==> src/cld_pkg.sv <==
package cld_pkg;

  // Core clock and time bases
  localparam int CLK_FREQ_KHZ = 50000;
  localparam real CLEAR_TIME_MS = 1.53;
  localparam real SHORT_TIME_US = 39.0;
  localparam real RAM_TIME_US = 43.0;
  localparam real BLINK_TIME_MS = 250.0;
  localparam int CLEAR_CYCLES = int'(CLEAR_TIME_MS * CLK_FREQ_KHZ);
  localparam int SHORT_CYCLES = int'(SHORT_TIME_US * CLK_FREQ_KHZ / 1000.0);
  localparam int RAM_CYCLES = int'(RAM_TIME_US * CLK_FREQ_KHZ / 1000.0);
  localparam int BLINK_CYCLES = int'(BLINK_TIME_MS * CLK_FREQ_KHZ);
  localparam int TIMER_W = 17;
  localparam int BLINK_W = 24;

  // Address map of the display and glyph memories
  localparam int DISP_AW = 7;
  localparam int GLYPH_AW = 6;
  localparam logic [6:0] AC_RESET = 7'h00;
  localparam logic [6:0] LINE1_END = 7'h27;
  localparam logic [6:0] LINE2_START = 7'h40;
  localparam logic [6:0] LINE2_END = 7'h67;
  localparam logic [6:0] ONE_LINE_END = 7'h4f;
  localparam logic [6:0] SHIFT_LAST_TWO = 7'h27;
  localparam logic [6:0] SHIFT_LAST_ONE = 7'h4f;
  localparam logic [6:0] CLEAR_LAST = 7'h7f;
  localparam logic [7:0] SPACE_CODE = 8'h20;

  // Field positions inside instruction bytes
  localparam int ENTRY_INC_BIT = 1;
  localparam int ENTRY_SHIFT_BIT = 0;
  localparam int DISP_ON_BIT = 2;
  localparam int CURSOR_ON_BIT = 1;
  localparam int BLINK_ON_BIT = 0;
  localparam int SHIFT_DISP_BIT = 3;
  localparam int SHIFT_RIGHT_BIT = 2;
  localparam int FN_WIDTH_BIT = 4;
  localparam int FN_LINES_BIT = 3;
  localparam int FN_FONT_BIT = 2;

  typedef struct packed {
    logic displayOn;
    logic cursorOn;
    logic blinkOn;
    logic twoLine;
    logic bigFont;
    logic busWidth8;
    logic entryInc;
    logic entryDisplayShift;
  } cld_mode_t;

  localparam cld_mode_t MODE_RESET = 8'h06;

  typedef enum logic [2:0] {ST_IDLE, ST_CLEAR, ST_FETCH, ST_LATCH} cld_phase_t;

  typedef struct packed {
    logic [10:0] syncA;
    logic [10:0] syncB;
    logic eLast;
    cld_phase_t phase;
    cld_mode_t mode;
    logic [6:0] ac;
    logic glyphSel;
    logic [6:0] shiftOff;
    logic [7:0] readLatch;
    logic [3:0] hiNib;
    logic nibPhase;
    logic [6:0] clrAddr;
    logic [7:0] dOut;
    logic dOe;
    logic busy;
    logic [BLINK_W-1:0] blinkCnt;
    logic blinkPh;
    logic cursorDots;
  } cld_state_t;

endpackage

==> src/cld_busy_timer.sv <==
`timescale 1ns/1ns
module cld_busy_timer import cld_pkg::*; #(
  parameter int W = TIMER_W
) (
  input wire logic core_clk,
  input wire logic arst_n,
  input wire logic clkEn,
  input wire logic load,
  input wire logic [W-1:0] loadVal,
  output logic running
);
  typedef struct packed {
    logic [W-1:0] cnt;
    logic run;
  } cld_tmr_t;

  cld_tmr_t st_q, st_d;

  always_comb begin
    st_d = st_q;
    if (load) begin
      st_d.cnt = loadVal;
    end else if (st_q.cnt != '0) begin
      st_d.cnt = st_q.cnt - 1'b1;
    end
    st_d.run = (st_d.cnt != '0);
  end

  always_ff @(posedge core_clk or negedge arst_n) begin
    if (!arst_n) begin
      st_q <= '0;
    end else if (clkEn) begin
      st_q <= st_d;
    end
  end

  assign running = st_q.run;
endmodule

==> src/cld_instr_decoder.sv <==
`timescale 1ns/1ns
module cld_instr_decoder import cld_pkg::*; #(
  parameter int CLEAR_WAIT = CLEAR_CYCLES,
  parameter int SHORT_WAIT = SHORT_CYCLES,
  parameter int RAM_WAIT = RAM_CYCLES,
  parameter int BLINK_HALF = BLINK_CYCLES
) (
  input wire logic core_clk,
  input wire logic arst_n,
  input wire logic clkEn,
  input wire logic busEnable,
  input wire logic registerSelect,
  input wire logic readNotWrite,
  input wire logic [7:0] busDataIn,
  output logic [7:0] busDataOut,
  output logic busDataOe,
  output cld_mode_t modeFlags,
  output logic [6:0] addressCounter,
  output logic glyphSelect,
  output logic [6:0] shiftOffset,
  output logic busyFlag,
  output logic cursorDots
);

  localparam cld_state_t STATE_RESET = '{
    syncA: '0, syncB: '0, eLast: 1'b0, phase: ST_IDLE, mode: MODE_RESET,
    ac: AC_RESET, glyphSel: 1'b0, shiftOff: 7'h00, readLatch: 8'h00,
    hiNib: 4'h0, nibPhase: 1'b0, clrAddr: 7'h00, dOut: 8'h00, dOe: 1'b0,
    busy: 1'b0, blinkCnt: '0, blinkPh: 1'b0, cursorDots: 1'b0};

  cld_state_t st_q, st_d;

  logic tmrLoad;
  logic [TIMER_W-1:0] tmrVal;
  logic tmrRun;
  logic dispWe;
  logic [6:0] dispWaddr;
  logic [7:0] dispWdata;
  logic glyphWe;
  logic [7:0] dispRdata;
  logic [7:0] glyphRdata;

  // Counter step with wrap inside the active address ranges
  function automatic logic [6:0] stepAc(input logic [6:0] a, input logic up,
                                        input logic glyph, input logic two);
    logic [6:0] r;
    r = a;
    if (glyph) begin
      r = up ? {1'b0, 6'(a[5:0] + 6'h01)} : {1'b0, 6'(a[5:0] - 6'h01)};
    end else if (two) begin
      if (up) begin
        r = (a == LINE1_END) ? LINE2_START :
            (a == LINE2_END) ? AC_RESET : 7'(a + 7'h01);
      end else begin
        r = (a == AC_RESET) ? LINE2_END :
            (a == LINE2_START) ? LINE1_END : 7'(a - 7'h01);
      end
    end else begin
      if (up) begin
        r = (a >= ONE_LINE_END) ? AC_RESET : 7'(a + 7'h01);
      end else begin
        r = (a == AC_RESET) ? ONE_LINE_END : 7'(a - 7'h01);
      end
    end
    return r;
  endfunction

  // One offset serves every line, so all lines rotate together in their range
  function automatic logic [6:0] stepShift(input logic [6:0] off, input logic left,
                                           input logic two);
    logic [6:0] last;
    logic [6:0] r;
    last = two ? SHIFT_LAST_TWO : SHIFT_LAST_ONE;
    if (left) begin
      r = (off >= last) ? 7'h00 : 7'(off + 7'h01);
    end else begin
      r = (off == 7'h00) ? last : 7'(off - 7'h01);
    end
    return r;
  endfunction

  always_comb begin
    logic e;
    logic rs;
    logic rw;
    logic [7:0] din;
    logic fall;
    logic done;
    logic [7:0] byteIn;
    logic [7:0] rdByte;
    e = 1'b0;
    rs = 1'b0;
    rw = 1'b0;
    din = 8'h00;
    fall = 1'b0;
    done = 1'b0;
    byteIn = 8'h00;
    rdByte = 8'h00;
    st_d = st_q;
    tmrLoad = 1'b0;
    tmrVal = '0;
    dispWe = 1'b0;
    dispWaddr = st_q.ac;
    dispWdata = busDataIn;
    glyphWe = 1'b0;

    // Pins cross into the core clock through two flops
    st_d.syncA = {busEnable, registerSelect, readNotWrite, busDataIn};
    st_d.syncB = st_q.syncA;
    e = st_q.syncB[10];
    rs = st_q.syncB[9];
    rw = st_q.syncB[8];
    din = st_q.syncB[7:0];
    st_d.eLast = e;
    fall = st_q.eLast && !e;

    // Transfers complete on the falling strobe; four-bit mode needs two
    if (fall) begin
      if (st_q.mode.busWidth8) begin
        done = 1'b1;
        byteIn = din;
      end else if (!st_q.nibPhase) begin
        st_d.hiNib = din[7:4];
        st_d.nibPhase = 1'b1;
      end else begin
        done = 1'b1;
        byteIn = {st_q.hiNib, din[7:4]};
        st_d.nibPhase = 1'b0;
      end
    end

    // Read drive: busy and counter for status, prefetched byte for data
    rdByte = rs ? st_q.readLatch : {st_q.busy, st_q.ac};
    st_d.dOe = e && rw;
    if (st_q.mode.busWidth8 || !st_q.nibPhase) begin
      st_d.dOut = rdByte;
    end else begin
      st_d.dOut = {rdByte[3:0], 4'h0};
    end

    // A busy device ignores writes and data reads; status reads always work
    if (done && !st_q.busy && !(rw && !rs)) begin
      if (!rs && !rw) begin
        casez (byteIn)
          8'b1???????: begin
            st_d.ac = byteIn[6:0];
            st_d.glyphSel = 1'b0;
            st_d.phase = ST_FETCH;
            tmrLoad = 1'b1;
            tmrVal = TIMER_W'(SHORT_WAIT);
          end
          8'b01??????: begin
            st_d.ac = {1'b0, byteIn[5:0]};
            st_d.glyphSel = 1'b1;
            st_d.phase = ST_FETCH;
            tmrLoad = 1'b1;
            tmrVal = TIMER_W'(SHORT_WAIT);
          end
          8'b001?????: begin
            st_d.mode.busWidth8 = byteIn[FN_WIDTH_BIT];
            st_d.mode.twoLine = byteIn[FN_LINES_BIT];
            st_d.mode.bigFont = byteIn[FN_FONT_BIT];
            tmrLoad = 1'b1;
            tmrVal = TIMER_W'(SHORT_WAIT);
          end
          8'b0001????: begin
            if (byteIn[SHIFT_DISP_BIT]) begin
              st_d.shiftOff = stepShift(st_q.shiftOff, !byteIn[SHIFT_RIGHT_BIT],
                                        st_q.mode.twoLine);
            end else begin
              st_d.ac = stepAc(st_q.ac, byteIn[SHIFT_RIGHT_BIT], st_q.glyphSel,
                               st_q.mode.twoLine);
              st_d.phase = ST_FETCH;
            end
            tmrLoad = 1'b1;
            tmrVal = TIMER_W'(SHORT_WAIT);
          end
          8'b00001???: begin
            st_d.mode.displayOn = byteIn[DISP_ON_BIT];
            st_d.mode.cursorOn = byteIn[CURSOR_ON_BIT];
            st_d.mode.blinkOn = byteIn[BLINK_ON_BIT];
            tmrLoad = 1'b1;
            tmrVal = TIMER_W'(SHORT_WAIT);
          end
          8'b000001??: begin
            st_d.mode.entryInc = byteIn[ENTRY_INC_BIT];
            st_d.mode.entryDisplayShift = byteIn[ENTRY_SHIFT_BIT];
            tmrLoad = 1'b1;
            tmrVal = TIMER_W'(SHORT_WAIT);
          end
          8'b0000001?: begin
            st_d.ac = AC_RESET;
            st_d.shiftOff = 7'h00;
            st_d.glyphSel = 1'b0;
            st_d.phase = ST_FETCH;
            tmrLoad = 1'b1;
            tmrVal = TIMER_W'(CLEAR_WAIT);
          end
          8'b00000001: begin
            st_d.ac = AC_RESET;
            st_d.glyphSel = 1'b0;
            st_d.shiftOff = 7'h00;
            st_d.mode.entryInc = 1'b1;
            st_d.clrAddr = 7'h00;
            st_d.phase = ST_CLEAR;
            tmrLoad = 1'b1;
            tmrVal = TIMER_W'(CLEAR_WAIT);
          end
          default: begin
          end
        endcase
      end else if (rs && !rw) begin
        dispWe = !st_q.glyphSel;
        glyphWe = st_q.glyphSel;
        dispWdata = byteIn;
        st_d.ac = stepAc(st_q.ac, st_q.mode.entryInc, st_q.glyphSel,
                         st_q.mode.twoLine);
        if (!st_q.glyphSel && st_q.mode.entryDisplayShift) begin
          st_d.shiftOff = stepShift(st_q.shiftOff, st_q.mode.entryInc,
                                    st_q.mode.twoLine);
        end
        // No prefetch here, so a following read sees the older byte
        tmrLoad = 1'b1;
        tmrVal = TIMER_W'(RAM_WAIT);
      end else begin
        st_d.ac = stepAc(st_q.ac, st_q.mode.entryInc, st_q.glyphSel,
                         st_q.mode.twoLine);
        st_d.phase = ST_FETCH;
        tmrLoad = 1'b1;
        tmrVal = TIMER_W'(RAM_WAIT);
      end
    end

    case (st_q.phase)
      ST_IDLE: begin
      end
      ST_CLEAR: begin
        dispWe = 1'b1;
        dispWaddr = st_q.clrAddr;
        dispWdata = SPACE_CODE;
        st_d.clrAddr = 7'(st_q.clrAddr + 7'h01);
        if (st_q.clrAddr == CLEAR_LAST) begin
          st_d.phase = ST_IDLE;
        end
      end
      ST_FETCH: begin
        st_d.phase = ST_LATCH;
      end
      ST_LATCH: begin
        st_d.readLatch = st_q.glyphSel ? glyphRdata : dispRdata;
        st_d.phase = ST_IDLE;
      end
      default: begin
        st_d.phase = ST_IDLE;
      end
    endcase

    st_d.busy = (st_d.phase != ST_IDLE) || tmrLoad || tmrRun;

    // Blink runs only while enabled so the cell starts on the character
    if (st_q.mode.blinkOn) begin
      if (st_q.blinkCnt >= BLINK_W'(BLINK_HALF - 1)) begin
        st_d.blinkCnt = '0;
        st_d.blinkPh = !st_q.blinkPh;
      end else begin
        st_d.blinkCnt = BLINK_W'(st_q.blinkCnt + 1'b1);
      end
    end else begin
      st_d.blinkCnt = '0;
      st_d.blinkPh = 1'b0;
    end
    st_d.cursorDots = st_q.mode.displayOn && st_q.mode.blinkOn && st_q.blinkPh;
  end

  always_ff @(posedge core_clk or negedge arst_n) begin
    if (!arst_n) begin
      st_q <= STATE_RESET;
    end else if (clkEn) begin
      st_q <= st_d;
    end
  end

  cld_busy_timer #(
    .W(TIMER_W)
  ) u_timer (
    .core_clk(core_clk),
    .arst_n(arst_n),
    .clkEn(clkEn),
    .load(tmrLoad),
    .loadVal(tmrVal),
    .running(tmrRun)
  );

  cld_ram #(
    .AW(DISP_AW),
    .DW(8)
  ) u_disp_ram (
    .core_clk(core_clk),
    .arst_n(arst_n),
    .clkEn(clkEn),
    .we(dispWe),
    .waddr(dispWaddr),
    .wdata(dispWdata),
    .raddr(st_q.ac),
    .rdata(dispRdata)
  );

  cld_ram #(
    .AW(GLYPH_AW),
    .DW(8)
  ) u_glyph_ram (
    .core_clk(core_clk),
    .arst_n(arst_n),
    .clkEn(clkEn),
    .we(glyphWe),
    .waddr(st_q.ac[5:0]),
    .wdata(dispWdata),
    .raddr(st_q.ac[5:0]),
    .rdata(glyphRdata)
  );

  assign busDataOut = st_q.dOut;
  assign busDataOe = st_q.dOe;
  assign modeFlags = st_q.mode;
  assign addressCounter = st_q.ac;
  assign glyphSelect = st_q.glyphSel;
  assign shiftOffset = st_q.shiftOff;
  assign busyFlag = st_q.busy;
  assign cursorDots = st_q.cursorDots;
endmodule

==> src/cld_ram.sv <==
`timescale 1ns/1ns
module cld_ram #(
  parameter int AW = 7,
  parameter int DW = 8
) (
  input wire logic core_clk,
  input wire logic arst_n,
  input wire logic clkEn,
  input wire logic we,
  input wire logic [AW-1:0] waddr,
  input wire logic [DW-1:0] wdata,
  input wire logic [AW-1:0] raddr,
  output logic [DW-1:0] rdata
);
  logic [DW-1:0] mem [2**AW];

  always_ff @(posedge core_clk) begin
    if (clkEn && we) begin
      mem[waddr] <= wdata;
    end
  end

  // Registered read: the caller waits one cycle after moving the address
  always_ff @(posedge core_clk or negedge arst_n) begin
    if (!arst_n) begin
      rdata <= '0;
    end else if (clkEn) begin
      rdata <= mem[raddr];
    end
  end
endmodule

==> config.mk <==
export PLATFORM = sky130hd
export DESIGN_NAME = cld_instr_decoder
export DESIGN_NICKNAME = d
export VERILOG_FILES = /design/src/cld_pkg.sv /design/src/cld_busy_timer.sv /design/src/cld_instr_decoder.sv /design/src/cld_ram.sv
export SDC_FILE = /design/constraint.sdc
export NUM_CORES = 2
export LEC_CHECK = 0
export BUFFER_PORTS_ARGS = -buffer_cell sky130_fd_sc_hd__buf_2
export CAP_MARGIN = 20
export CORE_MARGIN = 4
export CORE_UTILIZATION = 25
export CTS_CLUSTER_SIZE = 20
export DETAILED_ROUTE_END_ITERATION = 12
export GPL_TIMING_DRIVEN = 0
export PLACE_DENSITY_LB_ADDON = 0.05
export SYNTH_ARGS = -nofsm -noshare
export SYNTH_HDL_FRONTEND = slang
export SYNTH_SLANG_ARGS = --single-unit
==> constraint.sdc <==
create_clock -name core_clk -period 19.8 [get_ports core_clk]
set_input_delay 1.98 -clock core_clk [delete_from_list [all_inputs] [get_ports core_clk]]
set_output_delay 1.98 -clock core_clk [all_outputs]
set_load 0.1 [all_outputs]
==> impl_metrics.py <==
metrics = {
    "placement": {
        "port_buffers": 46,
        "dp_hpwl_um": 292000,
        "pre_cts_slack_ns": 12.05,
        "gp_congestion": 0.935,
        "dp_cells": 8273,
    },
    "global_route": {
        "antenna_found_initial": 73,
        "grt_use_total_pct": 28.9,
        "grt_first_pass_wirelength_um": 519000,
        "grt_max_degree": 77,
        "grt_pass1_vias": 45300,
        "grt_overflow": 0,
    },
    "floorplanning": {
        "core_area_mm2": 0.268,
        "die_y_um": 528,
        "initial_utilization_pct": 25.2,
        "io_pins": 48,
        "fp.dieArea_mm2": 0.279,
        "die_x_um": 528,
        "rows": 190,
    },
    "clock_tree": {
        "cts_tree": "done",
        "cts.repair.resized": 0,
        "post_cts_buffers": 0,
        "clkSinkCount": 1675,
        "cts_max_path_buffers": 3,
        "numCtsBuffers": 201,
        "clkSlewWorstSetupHoldPaths_ns": 0.06,
        "clk_latency_ns": 0.88,
        "cts_root_buffer": "clkbuf_16",
        "htree_levels": 4,
        "holdBufCountCts": 0,
    },
    "critical_path": {
        "worst_setup_path_end_kind": "flip-flop",
        "cp.arrival_ns": 8.59,
        "crit_family": "buffers and inverters",
        "cp_max_fo": 10,
        "critical_path_class": "flip-flop to flip-flop",
        "path_cells": "buf_2 > buf_2 > buf_2 > buf_2 > buf_2 > buf_2 > nand2_1 > nor2_1",
        "cp_slowest_cell": "nor2_1",
        "cpMostUsedCell": "buf_2",
        "cp-start-kind": "flip-flop",
        "crit_required_ns": 20.29,
        "critical_path_buf_inv_count": 6,
        "cp_slowest_stage_delay_ns": 1.14,
    },
    "run": {
        "drv_cap": 0,
    },
    "timing": {
        "timing.final.crit_share_pct": 40.9,
        "finalSetupViolations": 0,
        "drv_slew": 0,
        "fin_skew_ns": 0.0275,
        "max_slew_margin_pct": 11.4,
        "fmax_mhz": 124,
        "rsz0062_at_grt": "no",
        "fin_ws_ns": 11.71,
        "hold_viol_final": 0,
        "finalCriticalPeriod_ns": 8.09,
        "tightest_slew_ns": 1.31,
    },
    "synthesis": {
        "async_flop_share_pct": 8.30,
        "post-synth-top-count-cell": "edfxtp_1",
        "syn_area_per_cell_um2": 15.1,
        "ys_warn_count": 0,
        "ys_seq_elements": 1675,
        "synth.cell_area_mm2": 0.0675,
        "synth_area_leaders": "edfxtp_1, dfrtp_1, mux2i_1, a22oi_1, nor2_1",
        "synthTopCellsByCount": "edfxtp_1, nor2_1, nand2_1",
        "synth_largest_area_cell": "edfxtp_1",
        "synth_edf_count": 1536,
        "ys.flop_type": "edfxtp_1",
        "synth_cell_types": 85,
        "netlist_instances": 4465,
        "synthesis.nets": 4490,
        "synth_seq_area_share_pct": 73.4,
        "synth_top_area_share_pct": 68.3,
    },
    "cells_and_area": {
        "multi_input_area_mm2": 0.0165,
        "layout-drive-gt1-share_pct": 18.9,
        "nets": 4962,
        "area_growth_pct": 22.8,
        "fillers": 26600,
        "ff_latch_area_mm2": 0.0496,
        "final-instance-count-excl-fill": 8670,
    },
    "detailed_routing": {
        "remaining_drc_errors": 0,
        "ant_nets": 0,
        "drtIter0Drc": 7832,
        "via_per_inst": 5.67,
        "via_count": 49200,
        "finalWirelength_um": 413000,
        "wl_per_cell_um": 47.6,
        "drt_first_pass_iters": 6,
    },
    "pwr": {
        "leakage_nw": 27.2,
        "ir_drop_mv": 0.0932,
        "powerDensity_mw_per_mm2": 114,
    },
    "outcome": {
        "outcome": "finished clean",
    },
    "min_path": {
        "worstHoldPathType": "flip-flop to flip-flop",
    },
}
-- state kept, by name, summed over array words and instances (netlist names), 12 cells and up --
signal,flops
u_disp_ram.mem,1024
u_glyph_ram.mem,512
st_q,59
u_timer.st_q,17
st_d,12
-- per-layer routing --
metal | GRT usage, % | share of wire [%] | wire [µm] | vias up
met2 | 43.2 | 43 | 179000 | 3227
met5 | 0 | 0.014 | 57 | -
met3 | 6.38 | 8.9 | 36900 | 657
li1 | - | - | - | 18800
met4 | 13.9 | 5.5 | 22700 | 8
met1 | 39.6 | 42 | 174000 | 26500
-- power by group --
part           internal [W]  switching, W  total [W]
registers           0.00413     0.0000597    0.00419
logic              0.000387       0.00116    0.00154
clock network       0.00210       0.00161    0.00371
-- placed cells by master (no fill, tap or decap), types with 19 or more instances in the layout --
cell and count:
edfxtp_1 1536, nor2_1 372, nand2_1 257, a21oi_1 206
clkbuf_16 203, a22oi_1 190, mux2i_1 158, o21ai_0 150
a221oi_1 149, clkbuf_1 141, dfrtp_1 137, buf_2 136
clkbuf_2 118, mux2_2 113, a22o_1 107, buf_12 93
nand3_1 77, o211ai_1 50, buf_4 50, clkinv_1 42
nand4_1 41, buf_16 39, nor3_1 37, clkinv_2 36
buf_6 35, buf_8 33, a31oi_1 29, mux4_2 28
diode_2 24, inv_1 21, a211oi_1 21, nor4_1 20
o2bb2ai_1 20, and3_1 19, xor2_1 19
-- worst min-delay path, cell delays in order (launching register included) --
cell	delay, ns
dfrtp_1	0.34
nand2_1	0.05
o21ai_0	0.06
-- metrics by stage --
stage	hold slack [ns]	instance area [µm²]	util, %	total power (W)	TNS (ns)
6_report	0.489	82900	30.9	0.00944	0
5_1_grt	0.511	82900	30.9	0.00963	0
4_1_cts	0.489	82700	30.8	0.00944	0
3_5_place_dp	0.475	76400	28.5	0.00576	0
3_3_place_gp	0.463	72200	26.9	0.00578	-73.78
2_1_floorplan	0.445	67500	-	0.00486	0
-- cell type report --
cell class	count	area share (%)
sequential	1675	59.8
multi-input combinational	2427	19.9
clock buffer	254	6.36
tap	3552	5.36
timing repair buffer	269	5.08
buffer	337	1.99
clock inverter	106	1.27
inverter	26	0.118
antenna	24	0.0724
-- kinds of logic (layout without fill, tap and decap cells) --
group | count (synthesis) | after routing | share of synthesized area [%]
xor+xnor | 36 | 36 | 0.467
flops | 1675 | 1675 | 73.4
other cells | 0 | 24 | 0
simple gates | 936 | 936 | 6.24
fa+ha+maj | 11 | 11 | 0.204
compound gates | 1145 | 1145 | 12.2
buf+inv | 363 | 992 | 2.31
mux | 299 | 299 | 5.16
-- path summary, 6_finish.rpt --
kind	start	end	slack (ns)	cells past startpoint
hold reg to reg	st_q[54]	st_q[54]	0.49	2
max in group asynchronous	arst_n	st_q[12]	17.86	2
setup / recovery	addressCounter[1]	u_glyph_ram.mem[59][3]	11.71	8
setup reg to reg	addressCounter[1]	u_glyph_ram.mem[59][3]	11.71	8
hold / removal	st_q[54]	st_q[54]	0.49	2
min in group asynchronous	arst_n	shiftOffset[4]	1.07	1
Power figures use the tool's default switching activity.
